### src/sopm_pkg.sv
package sopm_pkg;
   // register word indices; one word each, byte address is four times the index
   localparam logic [7:0] OFS_PIN0_CTRL = 8'h50;
   localparam logic [7:0] OFS_READBACK_CTRL = 8'h54;
   localparam logic [7:0] OFS_STATUS = 8'h58;
   localparam int NUM_PINS = 4;
   // field layout of a pin control byte
   localparam int BIT_DRV_ON = 0;
   localparam int BIT_DRV_STYLE = 1;
   localparam int SEL_LSB = 2;
   localparam int SEL_W = 6;
   localparam logic [7:0] CTRL_RESET = 8'h00;
   localparam logic [7:0] READBACK_MASK = 8'h03;
   // selector codes
   localparam logic [5:0] SEL_ALARM = 6'h00;
   localparam logic [5:0] SEL_SPI_DATA = 6'h01;
   localparam logic [5:0] SEL_LOS3 = 6'h02;
   localparam logic [5:0] SEL_LOS0 = 6'h05;
   localparam logic [5:0] SEL_HOLDOVER_ON = 6'h06;
   localparam logic [5:0] SEL_FIRST_LOCK = 6'h07;
   localparam logic [5:0] SEL_ACQUIRING = 6'h08;
   localparam logic [5:0] SEL_NEAR_LOCK = 6'h09;
   localparam logic [5:0] SEL_SECOND_LOCK = 6'h0a;
   localparam logic [5:0] SEL_NOT_SYNCED = 6'h0b;
   localparam logic [5:0] SEL_PHASE_STATUS = 6'h0c;
   localparam logic [5:0] SEL_BOTH_LOCK = 6'h0d;
   localparam logic [5:0] SEL_SYNC_REQ = 6'h0e;
   localparam logic [5:0] SEL_ACTIVE_REF0 = 6'h0f;
   localparam logic [5:0] SEL_ACTIVE_REF1 = 6'h10;
   localparam logic [5:0] SEL_ADC_RANGE = 6'h11;
   localparam logic [5:0] SEL_ADC_INPUT = 6'h12;
   localparam logic [5:0] SEL_XTAL = 6'h13;
   localparam logic [5:0] SEL_ACTIVE_REF = 6'h14;
   localparam logic [5:0] SEL_FSM_B0 = 6'h15;
   localparam logic [5:0] SEL_FSM_B2 = 6'h17;
   localparam logic [5:0] SEL_EXIT_B0 = 6'h18;
   localparam logic [5:0] SEL_EXIT_B1 = 6'h19;
   localparam logic [5:0] SEL_CHAN_BUSY = 6'h1a;
   localparam logic [5:0] SEL_SREF_B0 = 6'h1b;
   localparam logic [5:0] SEL_SREF_B3 = 6'h1e;
   localparam logic [5:0] SEL_FORCE_ONE = 6'h1f;
   localparam logic [5:0] SEL_FORCE_ZERO = 6'h20;
   localparam logic [5:0] SEL_AVG_B0 = 6'h27;
   localparam logic [5:0] SEL_AVG_B3 = 6'h2a;
   localparam logic [5:0] SEL_CUR_B0 = 6'h2b;
   localparam logic [5:0] SEL_CUR_B3 = 6'h2e;
   localparam logic [5:0] SEL_HOLD_CMP = 6'h3d;
   localparam logic [5:0] SEL_PULSE_REQ = 6'h3e;
   // ahb encodings
   localparam logic [1:0] HTRANS_NONSEQ = 2'h2;
   localparam logic [2:0] HSIZE_WORD = 3'h2;
endpackage

### src/sopm_sync2.sv
`timescale 1ns/1ps
`default_nettype none
// two-flop synchroniser for a bundle of asynchronous status levels
module sopm_sync2 #(
   parameter int W = 1
) (
   input wire logic ref_clk, // system clock
   input wire logic rst_n, // async reset, active low
   input wire logic [W-1:0] async_in, // levels from other domains
   output logic [W-1:0] sync_out // synchronised levels
);
   logic [W-1:0] meta; // first stage, read only by second stage

   // two stages, nothing taps the first
   always_ff @(posedge ref_clk or negedge rst_n) begin
      if (!rst_n) begin
         meta <= '0;
         sync_out <= '0;
      end else begin
         meta <= async_in;
         sync_out <= meta;
      end
   end
endmodule
`default_nettype wire

### src/sopm_pin_driver.sv
`timescale 1ns/1ps
`default_nettype none
// converts a logic level plus style and enable into pad controls
module sopm_pin_driver (
   input wire logic ref_clk, // system clock
   input wire logic rst_n, // async reset, active low
   input wire logic level, // value to present
   input wire logic drv_on, // driver enable
   input wire logic drv_style, // 0 open-drain, 1 push-pull
   output logic pad_out, // pad output value
   output logic pad_oe // pad output enable, high drives
);
   logic next_out; // combinational pad value
   logic next_oe; // combinational enable

   // open-drain only pulls low; push-pull drives both levels
   assign next_out = drv_style ? level : 1'b0;
   assign next_oe = drv_on & (drv_style | ~level);

   // registered so the pad never glitches on a selector change
   always_ff @(posedge ref_clk or negedge rst_n) begin
      if (!rst_n) begin
         pad_out <= 1'b0;
         pad_oe <= 1'b0;
      end else begin
         pad_out <= next_out;
         pad_oe <= next_oe;
      end
   end
endmodule
`default_nettype wire

### src/sopm_status_output_pin_mux.sv
// Design decision made here: the AHB-Lite register port.
`timescale 1ns/1ps
`default_nettype none
module sopm_status_output_pin_mux #(
   parameter int NPINS = sopm_pkg::NUM_PINS
) (
   input wire logic ref_clk, // 250 mhz system clock
   input wire logic rst_n, // async reset, active low
   input wire logic hsel, // ahb slave select
   input wire logic [31:0] haddr, // ahb address
   input wire logic [1:0] htrans, // ahb transfer type
   input wire logic hwrite, // ahb write
   input wire logic [2:0] hsize, // ahb size
   input wire logic [31:0] hwdata, // ahb write data
   input wire logic hready, // ahb bus ready
   output logic [31:0] hrdata, // ahb read data
   output logic hreadyout, // ahb slave ready
   output logic hresp, // ahb response, always okay
   input wire logic alarm, // alarm level
   input wire logic spi_readback_data, // serial port readback bit
   input wire logic [3:0] ref_los, // loss of signal per reference input
   input wire logic holdover_on, // first loop in holdover
   input wire logic first_loop_lock, // first loop locked
   input wire logic acquiring, // first loop acquiring lock
   input wire logic near_lock, // first loop near lock
   input wire logic second_loop_lock, // second loop locked
   input wire logic not_synced, // sysref not synchronised since reset
   input wire logic phase_status, // clock outputs phase status
   input wire logic sync_request, // synchronisation request status
   input wire logic [1:0] active_ref_sel, // active reference flags 0/1
   input wire logic active_ref_status, // general active reference status
   input wire logic adc_range, // holdover adc input range status
   input wire logic adc_input, // holdover adc input status
   input wire logic crystal_oscillator_ok, // oscillator status
   input wire logic [2:0] first_loop_fsm, // first loop fsm state
   input wire logic [1:0] exit_phase, // holdover exit phase
   input wire logic chan_busy, // channel fsm busy
   input wire logic [3:0] sysref_fsm, // sysref fsm state
   input wire logic [3:0] dac_avg, // holdover converter averaged value
   input wire logic [3:0] dac_cur, // holdover converter present value
   input wire logic hold_cmp, // holdover comparator status
   input wire logic pulse_req, // pulse generator request status
   output logic [NPINS-1:0] status_output_pin_out, // pad values
   output logic [NPINS-1:0] status_output_pin_oe, // pad enables, high drives
   output logic serial_readback_pin_out, // readback pad value
   output logic serial_readback_pin_oe // readback pad enable, high drives
);
   localparam int NSRC = 40; // width of the source bundle

   // select one source by code; unlisted codes give zero
   function automatic logic pick(input logic [5:0] sel, input logic [NSRC-1:0] s);
      logic r;
      r = 1'b0;
      if (sel == sopm_pkg::SEL_ALARM) r = s[0];
      else if (sel == sopm_pkg::SEL_SPI_DATA) r = s[1];
      else if (sel >= sopm_pkg::SEL_LOS3 && sel <= sopm_pkg::SEL_LOS0)
         r = s[3'(2 + 3 - (sel - sopm_pkg::SEL_LOS3))];
      else if (sel == sopm_pkg::SEL_HOLDOVER_ON) r = s[6];
      else if (sel == sopm_pkg::SEL_FIRST_LOCK) r = s[7];
      else if (sel == sopm_pkg::SEL_ACQUIRING) r = s[8];
      else if (sel == sopm_pkg::SEL_NEAR_LOCK) r = s[9];
      else if (sel == sopm_pkg::SEL_SECOND_LOCK) r = s[10];
      else if (sel == sopm_pkg::SEL_NOT_SYNCED) r = s[11];
      else if (sel == sopm_pkg::SEL_PHASE_STATUS) r = s[12];
      else if (sel == sopm_pkg::SEL_BOTH_LOCK) r = s[7] & s[10];
      else if (sel == sopm_pkg::SEL_SYNC_REQ) r = s[13];
      else if (sel == sopm_pkg::SEL_ACTIVE_REF0) r = s[14];
      else if (sel == sopm_pkg::SEL_ACTIVE_REF1) r = s[15];
      else if (sel == sopm_pkg::SEL_ACTIVE_REF) r = s[16];
      else if (sel == sopm_pkg::SEL_ADC_RANGE) r = s[17];
      else if (sel == sopm_pkg::SEL_ADC_INPUT) r = s[18];
      else if (sel == sopm_pkg::SEL_XTAL) r = s[19];
      else if (sel >= sopm_pkg::SEL_FSM_B0 && sel <= sopm_pkg::SEL_FSM_B2)
         r = s[6'(20 + 6'(sel - sopm_pkg::SEL_FSM_B0))];
      else if (sel == sopm_pkg::SEL_EXIT_B0) r = s[23];
      else if (sel == sopm_pkg::SEL_EXIT_B1) r = s[24];
      else if (sel == sopm_pkg::SEL_CHAN_BUSY) r = s[25];
      else if (sel >= sopm_pkg::SEL_SREF_B0 && sel <= sopm_pkg::SEL_SREF_B3)
         r = s[6'(26 + 6'(sel - sopm_pkg::SEL_SREF_B0))];
      else if (sel == sopm_pkg::SEL_FORCE_ONE) r = 1'b1;
      else if (sel == sopm_pkg::SEL_FORCE_ZERO) r = 1'b0;
      else if (sel >= sopm_pkg::SEL_AVG_B0 && sel <= sopm_pkg::SEL_AVG_B3)
         r = s[6'(30 + 6'(sel - sopm_pkg::SEL_AVG_B0))];
      else if (sel >= sopm_pkg::SEL_CUR_B0 && sel <= sopm_pkg::SEL_CUR_B3)
         r = s[6'(34 + 6'(sel - sopm_pkg::SEL_CUR_B0))];
      else if (sel == sopm_pkg::SEL_HOLD_CMP) r = s[39];
      else if (sel == sopm_pkg::SEL_PULSE_REQ) r = s[38];
      else r = 1'b0;
      return r;
   endfunction

   // raw bundle, order fixed by the pick function above
   logic [NSRC-1:0] raw_src;
   logic [NSRC-1:0] src; // synchronised bundle
   assign raw_src = {hold_cmp, pulse_req, dac_cur, dac_avg, sysref_fsm, chan_busy,
      exit_phase, first_loop_fsm, crystal_oscillator_ok, adc_input, adc_range,
      active_ref_status, active_ref_sel, sync_request, phase_status, not_synced,
      second_loop_lock, near_lock, acquiring, first_loop_lock, holdover_on, ref_los,
      spi_readback_data, alarm};

   // status comes from other clock domains, so resync every bit
   sopm_sync2 #(.W(NSRC)) u_sync (
      .ref_clk(ref_clk),
      .rst_n(rst_n),
      .async_in(raw_src),
      .sync_out(src)
   );

   // register storage
   logic [7:0] pin_ctrl [NPINS]; // per-pin control bytes
   logic [7:0] readback_ctrl; // readback pin control
   logic [NPINS-1:0] pin_level; // selected level per pin

   // ahb address phase capture
   logic ph_wr; // pending write data phase
   logic [7:0] ph_addr; // captured word index, pins and readback sit one word apart
   wire addr_ok = hsel & hready & htrans[1]; // valid address phase
   wire wr_take = addr_ok & hwrite & (hsize == sopm_pkg::HSIZE_WORD);

   always_ff @(posedge ref_clk or negedge rst_n) begin
      if (!rst_n) begin
         ph_wr <= 1'b0;
         ph_addr <= 8'h00;
      end else begin
         ph_wr <= wr_take;
         ph_addr <= addr_ok ? haddr[9:2] : ph_addr;
      end
   end

   // zero wait states; slave never errors
   assign hreadyout = 1'b1;
   assign hresp = 1'b0;

   // per-pin register, mux and driver
   genvar g;
   generate
      for (g = 0; g < NPINS; g++) begin : g_pin
         wire [7:0] my_ofs = sopm_pkg::OFS_PIN0_CTRL + 8'(g);
         wire hit = ph_wr & (ph_addr == my_ofs);
         wire [5:0] sel = pin_ctrl[g][sopm_pkg::SEL_LSB +: sopm_pkg::SEL_W];

         // write lands in the data phase
         always_ff @(posedge ref_clk or negedge rst_n) begin
            if (!rst_n) pin_ctrl[g] <= sopm_pkg::CTRL_RESET;
            else if (hit) pin_ctrl[g] <= hwdata[7:0];
         end

         assign pin_level[g] = pick(sel, src);

         sopm_pin_driver u_drv (
            .ref_clk(ref_clk),
            .rst_n(rst_n),
            .level(pin_level[g]),
            .drv_on(pin_ctrl[g][sopm_pkg::BIT_DRV_ON]),
            .drv_style(pin_ctrl[g][sopm_pkg::BIT_DRV_STYLE]),
            .pad_out(status_output_pin_out[g]),
            .pad_oe(status_output_pin_oe[g])
         );
      end
   endgenerate

   // readback pin control; reserved bits held at zero
   always_ff @(posedge ref_clk or negedge rst_n) begin
      if (!rst_n) readback_ctrl <= sopm_pkg::CTRL_RESET;
      else if (ph_wr && ph_addr == sopm_pkg::OFS_READBACK_CTRL)
         readback_ctrl <= hwdata[7:0] & sopm_pkg::READBACK_MASK;
   end

   // readback pin carries the serial port data
   sopm_pin_driver u_rb (
      .ref_clk(ref_clk),
      .rst_n(rst_n),
      .level(src[1]),
      .drv_on(readback_ctrl[sopm_pkg::BIT_DRV_ON]),
      .drv_style(readback_ctrl[sopm_pkg::BIT_DRV_STYLE]),
      .pad_out(serial_readback_pin_out),
      .pad_oe(serial_readback_pin_oe)
   );

   // read mux, decoded at the address phase, registered for the data phase
   logic [31:0] next_rdata;
   always_comb begin
      next_rdata = 32'h0000_0000;
      for (int i = 0; i < NPINS; i++) begin
         if (haddr[9:2] == sopm_pkg::OFS_PIN0_CTRL + 8'(i))
            next_rdata = {24'h00_0000, pin_ctrl[i]};
      end
      if (haddr[9:2] == sopm_pkg::OFS_READBACK_CTRL)
         next_rdata = {24'h00_0000, readback_ctrl};
      if (haddr[9:2] == sopm_pkg::OFS_STATUS)
         next_rdata = {{(32 - NPINS){1'b0}}, pin_level};
   end

   // read data only refreshed on a read address phase
   always_ff @(posedge ref_clk or negedge rst_n) begin
      if (!rst_n) hrdata <= 32'h0000_0000;
      else if (addr_ok && !hwrite) hrdata <= next_rdata;
   end

   // checks
   wire [5:0] sel0 = pin_ctrl[0][sopm_pkg::SEL_LSB +: sopm_pkg::SEL_W];
   logic sync_request_q; // synchronised sync request, read only by a check
   assign sync_request_q = src[13];
endmodule
`default_nettype wire

### config.mk
export PLATFORM = sky130hd
export DESIGN_NAME = sopm_status_output_pin_mux
export DESIGN_NICKNAME = d
export VERILOG_FILES = /design/src/sopm_pkg.sv /design/src/sopm_sync2.sv /design/src/sopm_pin_driver.sv /design/src/sopm_status_output_pin_mux.sv
export SDC_FILE = /design/constraint.sdc
export NUM_CORES = 1
export LEC_CHECK = 0
export ABC_AREA = 0
export ABC_CLOCK_PERIOD_IN_PS = 4300
export BUFFER_PORTS_ARGS = -buffer_cell sky130_fd_sc_hd__buf_2
export CAP_MARGIN = 20
export CORE_UTILIZATION = 58
export DETAILED_ROUTE_END_ITERATION = 10
export GPL_TIMING_DRIVEN = 0
export HOLD_SLACK_MARGIN = 0.12
export PLACE_DENSITY_LB_ADDON = 0.3
export SYNTH_ARGS = -nofsm -noshare
export SYNTH_HDL_FRONTEND = slang
export SYNTH_SLANG_ARGS = --single-unit
### constraint.sdc
create_clock -name ref_clk -period 4.3 [get_ports ref_clk]
set_clock_uncertainty 0.05 [all_clocks]
set_input_delay 0.215 -clock ref_clk [delete_from_list [all_inputs] [get_ports ref_clk]]
set_output_delay 0.215 -clock ref_clk [all_outputs]
set_load 0.02 [all_outputs]
After elaboration in Yosys (flattened, before gate mapping)
Cells that the tools add are included.
{"block": "totals", "mem_count": 0, "latchBits": 0, "regBits": 165, "out_inout_bits": 44, "inputBits": 114, "mem_bits_ro": 0, "word_cells": 442, "ramBits": 0}
{"block": "classes", "n_eq_ne": 104, "reduce_logical": 27, "n_addsub": 40, "magnitude_cmp": 60, "n_shift": 0, "mul": 0, "muxes": 167, "n_bitwise": 24, "div": 0}
{"op": "$eq A6 B5 Y1 const B", "n": 36}
{"op": "$eq A6 B4 Y1 const B", "n": 32}
{"op": "$mux W1", "n": 141}
{"op": "$mux W32", "n": 4}
{"op": "$lt A6 B7 Y1 const B", "n": 16}
{"op": "$bmux W1 S6", "n": 16}
{"op": "$eq A8 B7 Y1 const B", "n": 11}
{"op": "$add A5 B6 Y6 const A", "n": 12}
{"op": "$eq A6 B6 Y1 const B", "n": 12}
{"op": "$eq A6 B3 Y1 const B", "n": 8}
{"op": "$ge A6 B5 Y1 const B", "n": 8}
{"op": "$ge A6 B6 Y1 const B", "n": 8}
{"op": "$le A6 B5 Y1 const B", "n": 8}
{"op": "$le A6 B6 Y1 const B", "n": 8}
{"op": "$sub A6 B5 Y6 const B", "n": 8}
{"op": "$sub A6 B6 Y6 const B", "n": 8}
{"op": "$lt A3 B7 Y1 const B", "n": 4}
{"op": "$add A6 B6 Y6 const A", "n": 4}
{"op": "$eq A6 B1 Y1 const B", "n": 4}
{"op": "$ge A6 B2 Y1 const B", "n": 4}
{"op": "$le A6 B3 Y1 const B", "n": 4}
{"op": "$logic_not A6 Y1", "n": 4}
{"op": "$logic_and A1 B1 Y1", "n": 22}
{"op": "$mux W8", "n": 2}
{"op": "other kinds (8)", "n": 38}

Longest topological paths before layout
Gate-level depths: netlist of the first run.
{"block": "logic_depth", "depth_word": 34, "ltp_mapped": 14, "ltp_nobuf": 10}

Hierarchy
A second synthesis of the first run with hierarchy kept.
{"block": "unflattened", "cells_unflattened": 1009, "area_unflattened_um2": 9760.6}
{"module": "sopm_status_output_pin_mux", "area_per_inst_um2": 7414.6, "n_inst": 1, "cells_per_inst": 904, "seq_area_each_um2": 1276.2}
{"module": "sopm_sync2", "area_per_inst_um2": 2001.9, "n_inst": 1, "cells_per_inst": 80, "seq_area_each_um2": 2001.9}
{"module": "sopm_pin_driver", "area_per_inst_um2": 68.8, "n_inst": 5, "cells_per_inst": 5, "seq_area_each_um2": 50.0}

Worst setup path before layout of the first run
OpenSTA, ideal clock, no wires.
{"block": "synth_path", "kind": "reg2reg", "from": "register pin_ctrl (netlist bit g_pin[1].sel[0])", "to": "register g_pin[1].u_drv.pad_oe", "required_time_ps": 4184, "path_buffers": 3, "arrival_ps": 3142, "synth_period_minus_slack_ps": 3258, "setup_time_ps": 66, "setup_slack_ps": 1042, "stages_incl_launch_ff": 12, "path_cell_list": "dfrtp_1 > buf_4 > buf_2 > inv_1 > ha_1 > clkbuf_1 > mux4_2 > mux4_2 > nor3b_1 > o311ai_1 > nor3b_2 > o31a_1"}
{"block": "synth_between", "elab_chain_len": 34, "elab_cells_between_ends": 91, "cone_classes": "add/sub: 10; order compare: 10; eq/ne: 23; mux: 39; bitwise: 3; reduce/logical: 6"}
{"element": "start: declaration", "line_no": "sopm_status_output_pin_mux.sv:110", "text": "logic [7:0] pin_ctrl [NPINS];"}
{"element": "start signal: indexed assignment", "line_no": "sopm_status_output_pin_mux.sv:144", "text": "if (!rst_n) pin_ctrl[g] <= sopm_pkg::CTRL_RESET;"}
{"element": "start signal: indexed assignment", "line_no": "sopm_status_output_pin_mux.sv:145", "text": "else if (hit) pin_ctrl[g] <= hwdata[7:0];"}
{"element": "$sub A6 B6 Y6", "line_no": "sopm_status_output_pin_mux.sv:85", "text": "r = s[6'(34 + 6'(sel - sopm_pkg::SEL_CUR_B0))];"}
{"element": "$add A6 B6 Y6", "line_no": "sopm_status_output_pin_mux.sv:85"}
{"element": "$bmux W1 S6", "line_no": "sopm_status_output_pin_mux.sv:85"}
{"element": "$mux W1 (implied by the code)", "line_no": "sopm_status_output_pin_mux.sv:85"}
{"element": "$mux W1", "line_no": "sopm_status_output_pin_mux.sv:84", "text": "else if (sel >= sopm_pkg::SEL_CUR_B0 && sel <= sopm_pkg::SEL_CUR_B3)"}
{"element": "$mux W1", "line_no": "sopm_status_output_pin_mux.sv:82", "text": "else if (sel >= sopm_pkg::SEL_AVG_B0 && sel <= sopm_pkg::SEL_AVG_B3)"}
{"element": "$mux W1", "line_no": "sopm_status_output_pin_mux.sv:81", "text": "else if (sel == sopm_pkg::SEL_FORCE_ZERO) r = 1'b0;"}
{"element": "$mux W1", "line_no": "sopm_status_output_pin_mux.sv:80", "text": "else if (sel == sopm_pkg::SEL_FORCE_ONE) r = 1'b1;"}
{"element": "[19 not listed]"}
{"element": "$mux W1", "line_no": "sopm_status_output_pin_mux.sv:58", "text": "else if (sel == sopm_pkg::SEL_HOLDOVER_ON) r = s[6];"}
{"element": "$mux W1", "line_no": "sopm_status_output_pin_mux.sv:56", "text": "else if (sel >= sopm_pkg::SEL_LOS3 && sel <= sopm_pkg::SEL_LOS0)"}
{"element": "$mux W1", "line_no": "sopm_status_output_pin_mux.sv:55", "text": "else if (sel == sopm_pkg::SEL_SPI_DATA) r = s[1];"}
{"element": "$mux W1 (*)", "line_no": "sopm_status_output_pin_mux.sv:54", "text": "if (sel == sopm_pkg::SEL_ALARM) r = s[0];"}
{"element": "$not A1 Y1 (*)", "line_no": "sopm_pin_driver.sv:18", "text": "assign next_oe = drv_on & (drv_style | ~level);"}
{"element": "$or A1 B1 Y1 (*)", "line_no": "sopm_pin_driver.sv:18"}
{"element": "$and A1 B1 Y1 (*)", "line_no": "sopm_pin_driver.sv:18"}
{"element": "via g_pin[1].u_drv.next_oe", "line_no": "sopm_pin_driver.sv:14", "text": "logic next_oe;"}
{"element": "end signal: assignment", "line_no": "sopm_pin_driver.sv:27", "text": "pad_oe <= next_oe;"}
{"element": "end: declaration", "line_no": "sopm_pin_driver.sv:11", "text": "output logic pad_oe"}
The timed path passes the listed nets; every way through them passes the cells marked *. The select of a mux whose other input is x is not followed.
A chain may end at the register's enable or synchronous reset.

Final worst setup path of the first run
Ends and elaborated chain as after synthesis.

==> impl_metrics.toml, run 1 <==
[run_status]
status = "completed"

[worst_setup_path]
cp-end-kind = "register"
timing.rr.start = "g_pin[1].sel[0]"
cpPeakStageDelay_ns = 0.49
crit_type = "reg2reg"
reg2reg_slack_ns = 0.18
crit_required_ns = 4.62
startpoint_type = "register"
worstRegToRegCells = 12
worstPathMaxFanout = 10
worstPathArrival_ns = 4.44
cp_cell_sequence = "buf_4 -> buf_2 -> inv_1 -> ha_1 -> clkbuf_1 -> mux4_2 -> mux2_2 -> o31ai_1 -> a311oi_1 -> o311ai_1 -> nor3b_2 -> o31a_1"
critPathTopFamily = "buffers and inverters"
crit_cells = 12
r2r_end = "g_pin[1].u_drv.pad_oe"
worst-path-buf-inv = 4
critPathSlowestCell = "dfrtp_1"

[detailed_routing]
first_pass_iters = 6
ant_nets = 0
vias_per_cell = 6.59
post-route-drc-count = 0
wl_per_cell_um = 23.6
dr_total_vias = 9034
routed_wl_um = 32300
drtIter0Drc = 1317

[sta]
tightest_slew_ns = 0.922
slew_violations = 0
setup_viol_count_final = 0
final.setup.tns_ns = 0
rsz0062_at_grt = "false"
fin_crit_sh_pct = 95.8
fmax_mhz = 243
relSlewSlack_pct = 38.0
hold_viol = 0
min_period_ns = 4.12

[cells_and_area]
post-route-util_pct = 72.2
final_layout_size_suffix_gt1_share_pct = 23.1
diodes = 0
nets = 1271
synthToLayoutAreaGrowth_pct = 20.5

[global_routing]
grtUsageTotal_pct = 39.7
grt_pass1_wl_um = 49400
grt_start_max_net_pins = 86
antenna_found_initial = 0
overflow = 0
grt_pass1_vias = 8624

[synth]
synthesis.area_sq_um = 9620
yosysMostFrequentCell = "dfrtp_1"
syn_area_per_cell_sq_um = 10.0
async_flop_share_pct = 100
synth_edf_count = 0
synthTopCellsByArea = "dfrtp_1, mux4_2, mux2_2"
synth_cells = 959
yosys.area.top_type_share_pct = 36.7
ys_top_cells_by_count = "dfrtp_1, nand2_1, clkbuf_1"
yosys.area.top_type = "dfrtp_1"
synth_top_flop_cell = "dfrtp_1"
yosys_warnings = 0
synth_cell_types = 81
ys_ff_latch = 141
ys_seq_area_share_pct = 36.7

[flow_run]
maxCapViolCount = 0

[min_path]
hold_depth = 4
hold_path_end = "hrdata[3]"
min_from = "hwrite"
hold_path.class = "in2reg"

[floorplan]
io_pins = 158
num_rows = 46
die_area_sq_um = 17100
die_width_um = 131
initial_utilization_pct = 59.9
core_area_sq_um = 16100
chipHeight_um = 131

[cts]
cts-root-buf = "clkbuf_16"
path_clk_slew_ns = 0.08
clkLatencyLatePin_ns = 0.44
cts_tree = "done"
cts_max_path_buffers = 2
numCtsBuffers = 17
htreeDepth = 4
cts-resized-gates = 0
numClockSinks = 141

[placed_design]
dp_hpwl_um = 20900
port_buffers = 81
place_congestion = 0.977

[pwr]
leakage_nw = 4.91
clock_power_share_pct = 43.3
switching_share_pct = 30.6
comb_power_share_pct = 14.3
seqPwrFrac_pct = 42.4
ir_drop_mv = 0.474
p_switching_mw = 1.06
p_per_area_nw_per_um2 = 299
p_int_mw = 2.40
[power by group through the flow]
stage	clock, mW	sequential, mW	combinational (mW)
6_report	1.50	1.47	0.493
5_1_grt	1.56	1.47	0.526
4_1_cts	1.49	1.46	0.476
3_5_place_dp	0	1.48	0.435
3_3_place_gp	0	1.48	0.423
2_1_floorplan	0	1.46	0.277
[through the flow]
step / instances / hold WS (ns) / area [sq um] / setup slack, ns / total power, mW
after floorplan: 983 / -0.131 / 9710 / 1.04 / 1.74
final: 1370 / 0.188 / 11600 / 0.181 / 3.46
after global routing: 1370 / 0.212 / 11600 / 0.0214 / 3.55
after CTS: 1370 / 0.159 / 11600 / 0.308 / 3.43
after global placement: 1280 / 0.272 / 10400 / 0.380 / 1.90
after detailed placement: 1281 / 0.177 / 10400 / 0.346 / 1.92
[layer usage]
layer | share of wire, % | up-vias | global-route usage [%]
met5 | 0 | - | 0
met4 | 5.5 | 0 | 22.3
met3 | 12 | 133 | 10.1
met2 | 44 | 697 | 58.3
met1 | 38 | 4292 | 53.9
li1 | - | 3912 | -
[state kept, by name, indices dropped and copies added (netlist names)]
name                 count
u_sync.meta             40
u_sync.sync_out         40
g_pin.sel               24
hrdata                   8
ph_addr                  8
pin_ctrl                 8
g_pin.u_drv.pad_oe       4
g_pin.u_drv.pad_out      4
readback_ctrl            2
ph_wr                    1
u_rb.pad_oe              1
u_rb.pad_out             1
[how the worst max path moves through the flow]
stage / startpoint / endpoint / slack [ns]
floorplan: g_pin[1].sel[0] / g_pin[1].u_drv.pad_oe / 1.04
global placement: g_pin[1].sel[0] / g_pin[1].u_drv.pad_oe / 0.38
detailed placement: g_pin[1].sel[0] / g_pin[1].u_drv.pad_oe / 0.35
CTS: g_pin[1].sel[0] / g_pin[1].u_drv.pad_oe / 0.31
global route: g_pin[1].sel[0] / g_pin[1].u_drv.pad_oe / 0.02
finish: g_pin[1].sel[0] / g_pin[1].u_drv.pad_oe / 0.18
[cell type report]
class / count / area [sq um]
multi-input combinational: 696 / 5490
fill: 1130 / 4460
sequential: 141 / 3530
timing repair buffer: 139 / 1010
buffer: 117 / 592
clock buffer: 17 / 425
tap: 216 / 270
clock inverter: 15 / 174
inverter: 29 / 109
[worst min-delay path, cell delays in order]
cell     delay (ns)
buf_2          0.11
nor2_1         0.15
nand2_1        0.10
o21ai_1        0.05
[what timing repair did]
action | CTS | global route
hold endpoints to repair | 128 | 0
buffers inserted | 0 | 0
hold buffers | 57 | 0
[layout by cell type, fill, tap and decap left out, types with 8 or more instances in the layout]
master         count
conb_1            26
nor2b_1           18
mux2_2            37
a31oi_1            9
o31ai_1            8
dlygate4sd3_1     57
nor4_1             9
nor2_1            42
mux4_2            51
clkbuf_1          58
nand2b_1          25
inv_1             29
nand2_1           70
nor3_1            19
ha_1              16
a21oi_1           55
dfrtp_1          141
buf_2             94
clkbuf_16         17
o21ai_0           54
nand3_1           19
a2111oi_0          8
a211oi_1           8
buf_1              9
mux2i_1           26
o211ai_1           8
buf_4             36
nor3b_1           18
xnor2_1            9
[logic make-up after synthesis]
kind of cell	synth area share [%]
buffers and inverters	7.28
AND/OR/NAND/NOR	15.5
adder cells (fa/ha/maj)	2.08
XOR/XNOR	1.96
flip-flops	36.7
AO/OA/AOI/OAI	17.5
multiplexers	19.0
other	0.0780
No activity file was read; power rests on OpenSTA's default activity.
==> run 2, diff against run 1 <==
--- a/config.mk
+++ b/config.mk
@@ -5,7 +5,7 @@
 export SDC_FILE = /design/constraint.sdc
 export NUM_CORES = 1
 export LEC_CHECK = 0
-export ABC_AREA = 0
+export ABC_AREA = 1
 export ABC_CLOCK_PERIOD_IN_PS = 4300
 export BUFFER_PORTS_ARGS = -buffer_cell sky130_fd_sc_hd__buf_2
 export CAP_MARGIN = 20
@@ -14,6 +14,7 @@
 export GPL_TIMING_DRIVEN = 0
 export HOLD_SLACK_MARGIN = 0.12
 export PLACE_DENSITY_LB_ADDON = 0.3
+export SLEW_MARGIN = 20
 export SYNTH_ARGS = -nofsm -noshare
 export SYNTH_HDL_FRONTEND = slang
 export SYNTH_SLANG_ARGS = --single-unit
==> impl_metrics.toml, run 2 <==
[cells_and_area]
post-route-util_pct = 71.8
fillers = 1345
final_layout_size_suffix_gt1_share_pct = 16.7
finish.instance_area_sq_um = 11900
diodes = 0
final_cells = 1861
nets = 1758
reg_top3 = "u_sync.meta: 40 flops, u_sync.sync_out: 40 flops, g_pin.sel: 24 flops"
final_common_cell = "nand2_1"
synthToLayoutAreaGrowth_pct = 21.2
layout_common_cells = "nand2_1, inv_1, nand3_1"

[synth]
ys_seq_area_share_pct = 36.1
ys_ff_latch = 141
syn_area_per_cell_sq_um = 6.79
yosysMostFrequentCell = "nand2_1"
synth_edf_count = 0
ys_top_cells_by_count = "nand2_1, inv_1, dfrtp_1"
yosys.area.top_type = "dfrtp_1"
synth_top_flop_cell = "dfrtp_1"
async_flop_share_pct = 100
yosys_warnings = 0
synth_cells = 1441
yosys.area.top_type_share_pct = 36.1
synthesis.area_sq_um = 9780
synth_cell_types = 52
synthTopCellsByArea = "dfrtp_1, nand2_1, nand3_1"

[pwr]
p_int_mw = 2.40
seqPwrFrac_pct = 43.1
comb_power_share_pct = 10.6
clock_power_share_pct = 46.3
p_per_area_nw_per_um2 = 284
p_switching_mw = 0.966
leakage_nw = 5.93
ir_drop_mv = 0.324
switching_share_pct = 28.7

[placed_design]
dp_hpwl_um = 24400
place_ws_ns = 0.301
dp_cells = 1768
postPlaceCellArea_sq_um = 10600
port_buffers = 82
place_congestion = 1.02

[run_status]
status = "completed"

[sta]
setup_viol_count_final = 0
hold_viol = 0
relSlewSlack_pct = 28.3
fmax_mhz = 248
tightest_slew_ns = 1.07
slew_violations = 0
min_period_ns = 4.03
hold_ws_ns = 0.154
fin_crit_sh_pct = 93.7
setup_ws_ns = 0.269

[worst_setup_path]
crit_type = "reg2reg"
critPathTopFamily = "simple AND/OR/NAND/NOR gates"
crit_required_ns = 4.57
worstPathArrival_ns = 4.30
cp-end-kind = "register"
cpPeakStageDelay_ns = 0.40
worstPathMaxFanout = 11
cpMostUsedCell = "nand2_1"
critPathSlowestCell = "dfrtp_1"
worst-path-buf-inv = 6
startpoint_type = "register"

[detailed_routing]
post-route-drc-count = 0
dr_total_vias = 10860
drtIter0Drc = 1271
wl_per_cell_um = 19.4
vias_per_cell = 5.84
ant_nets = 0
first_pass_iters = 7
routed_wl_um = 36100

[floorplan]
io_pins = 158
chipHeight_um = 132
die_width_um = 132
num_rows = 47
die_area_sq_um = 17400
initial_utilization_pct = 59.2
core_area_sq_um = 16500

[cts]
cts-root-buf = "clkbuf_16"
cts_max_path_buffers = 2
numCtsBuffers = 17
cts_tree = "done"
numClockSinks = 141
clkLatencyLatePin_ns = 0.43
path_clk_slew_ns = 0.07
htreeDepth = 4

[min_path]
hold_path.class = "in2reg"

[global_routing]
antenna_found_initial = 0
overflow = 0
grtUsageTotal_pct = 41.7
grt_start_max_net_pins = 91
grt_pass1_vias = 10170
grt_pass1_wl_um = 55000

[flow_run]
maxCapViolCount = 0
[run 2: changes by cell type in the layout (fill, tap and decap cells not counted), sizes merged, moves of 25 or more]
cell and delta:
nor3 +29, nand2 +372, o21ai +46, nor2 +63, mux4 -51, inv +150, clkbuf -46, mux2i -26
nand3 +122, a21oi +40, mux2 -37, nand2b -25
[run 2: area by class of cell]
class / count / area [sq um] / area share [%]
Clock buffer: 18 / 429 / 3.62
Sequential cell: 141 / 3530 / 29.8
Tap cell: 220 / 275 / 2.32
Multi-Input combinational cell: 1059 / 5100 / 43.0
Timing Repair Buffer: 144 / 1050 / 8.82
Buffer: 86 / 618 / 5.21
Clock inverter: 14 / 173 / 1.46
Inverter: 179 / 686 / 5.78
[run 2: power by group through the flow]
stage | sequential, mW | clock [mW] | combinational [mW]
detailed placement | 1.47 | 0 | 0.297
finish | 1.45 | 1.56 | 0.355
global route | 1.45 | 1.62 | 0.383
CTS | 1.44 | 1.55 | 0.337
floorplan | 1.44 | 0 | 0.166
global placement | 1.47 | 0 | 0.287
[run 2: worst paths after layout]
kind | start | endpoint | slack [ns] | depth (start not counted)
max in group asynchronous | rst_n | g_pin[0].sel[1] | 3.18 | 3
min in group asynchronous | rst_n | u_sync.sync_out[25] | 0.24 | 2
worst max register to register | g_pin[1].sel[0] | hrdata[1] | 0.27 | 42
worst min register to register | u_sync.meta[5] | u_sync.sync_out[5] | 0.29 | 0
worst max-delay path | g_pin[1].sel[0] | hrdata[1] | 0.27 | 42
worst min-delay path | hwdata[7] | g_pin[2].sel[5] | 0.15 | 3
[run 2: cell families after synthesis]
| group | count (synthesis) | share of synthesized area, % |
|---|---|---|
| flip-flops | 141 | 36.1 |
| AO/OA/AOI/OAI | 249 | 14.3 |
| adder cells (fa/ha/maj) | 16 | 2.05 |
| XOR/XNOR | 10 | 0.972 |
| other | 2 | 0.0768 |
| buffers and inverters | 265 | 13.1 |
| AND/OR/NAND/NOR | 758 | 33.4 |
[run 2: tightest hold or removal path, delay by kind of cell]
| kind | cells | cell delay [ns] |
|---|---|---|
| compound gates | 1 | 0.17 |
| buf+inv | 2 | 0.20 |
[run 2: what timing repair did]
item | CTS | global route
endpoints found under the setup margin | 0 | 10
setup buffers | 0 | 5
hold endpoints to repair | 186 | 0
gates resized for setup | 0 | 19
hold buffers | 56 | 0
[run 2: per-layer routing]
metal  routed length (um)  track usage, %  vias to the layer above
li1                     -               -                     5008
met1                14100            54.6                     4917
met2                15700            62.9                      743
met3                 3940            9.73                      192
met4                 2320            25.8                        0
met5                    0               0                        -
[run 2: per-stage QoR]
stage	total power [mW]	TNS, ns
5_1_grt	3.45	-0.00471
4_1_cts	3.33	0
2_1_floorplan	1.61	0
6_report	3.36	0
3_5_place_dp	1.77	0
3_3_place_gp	1.75	0
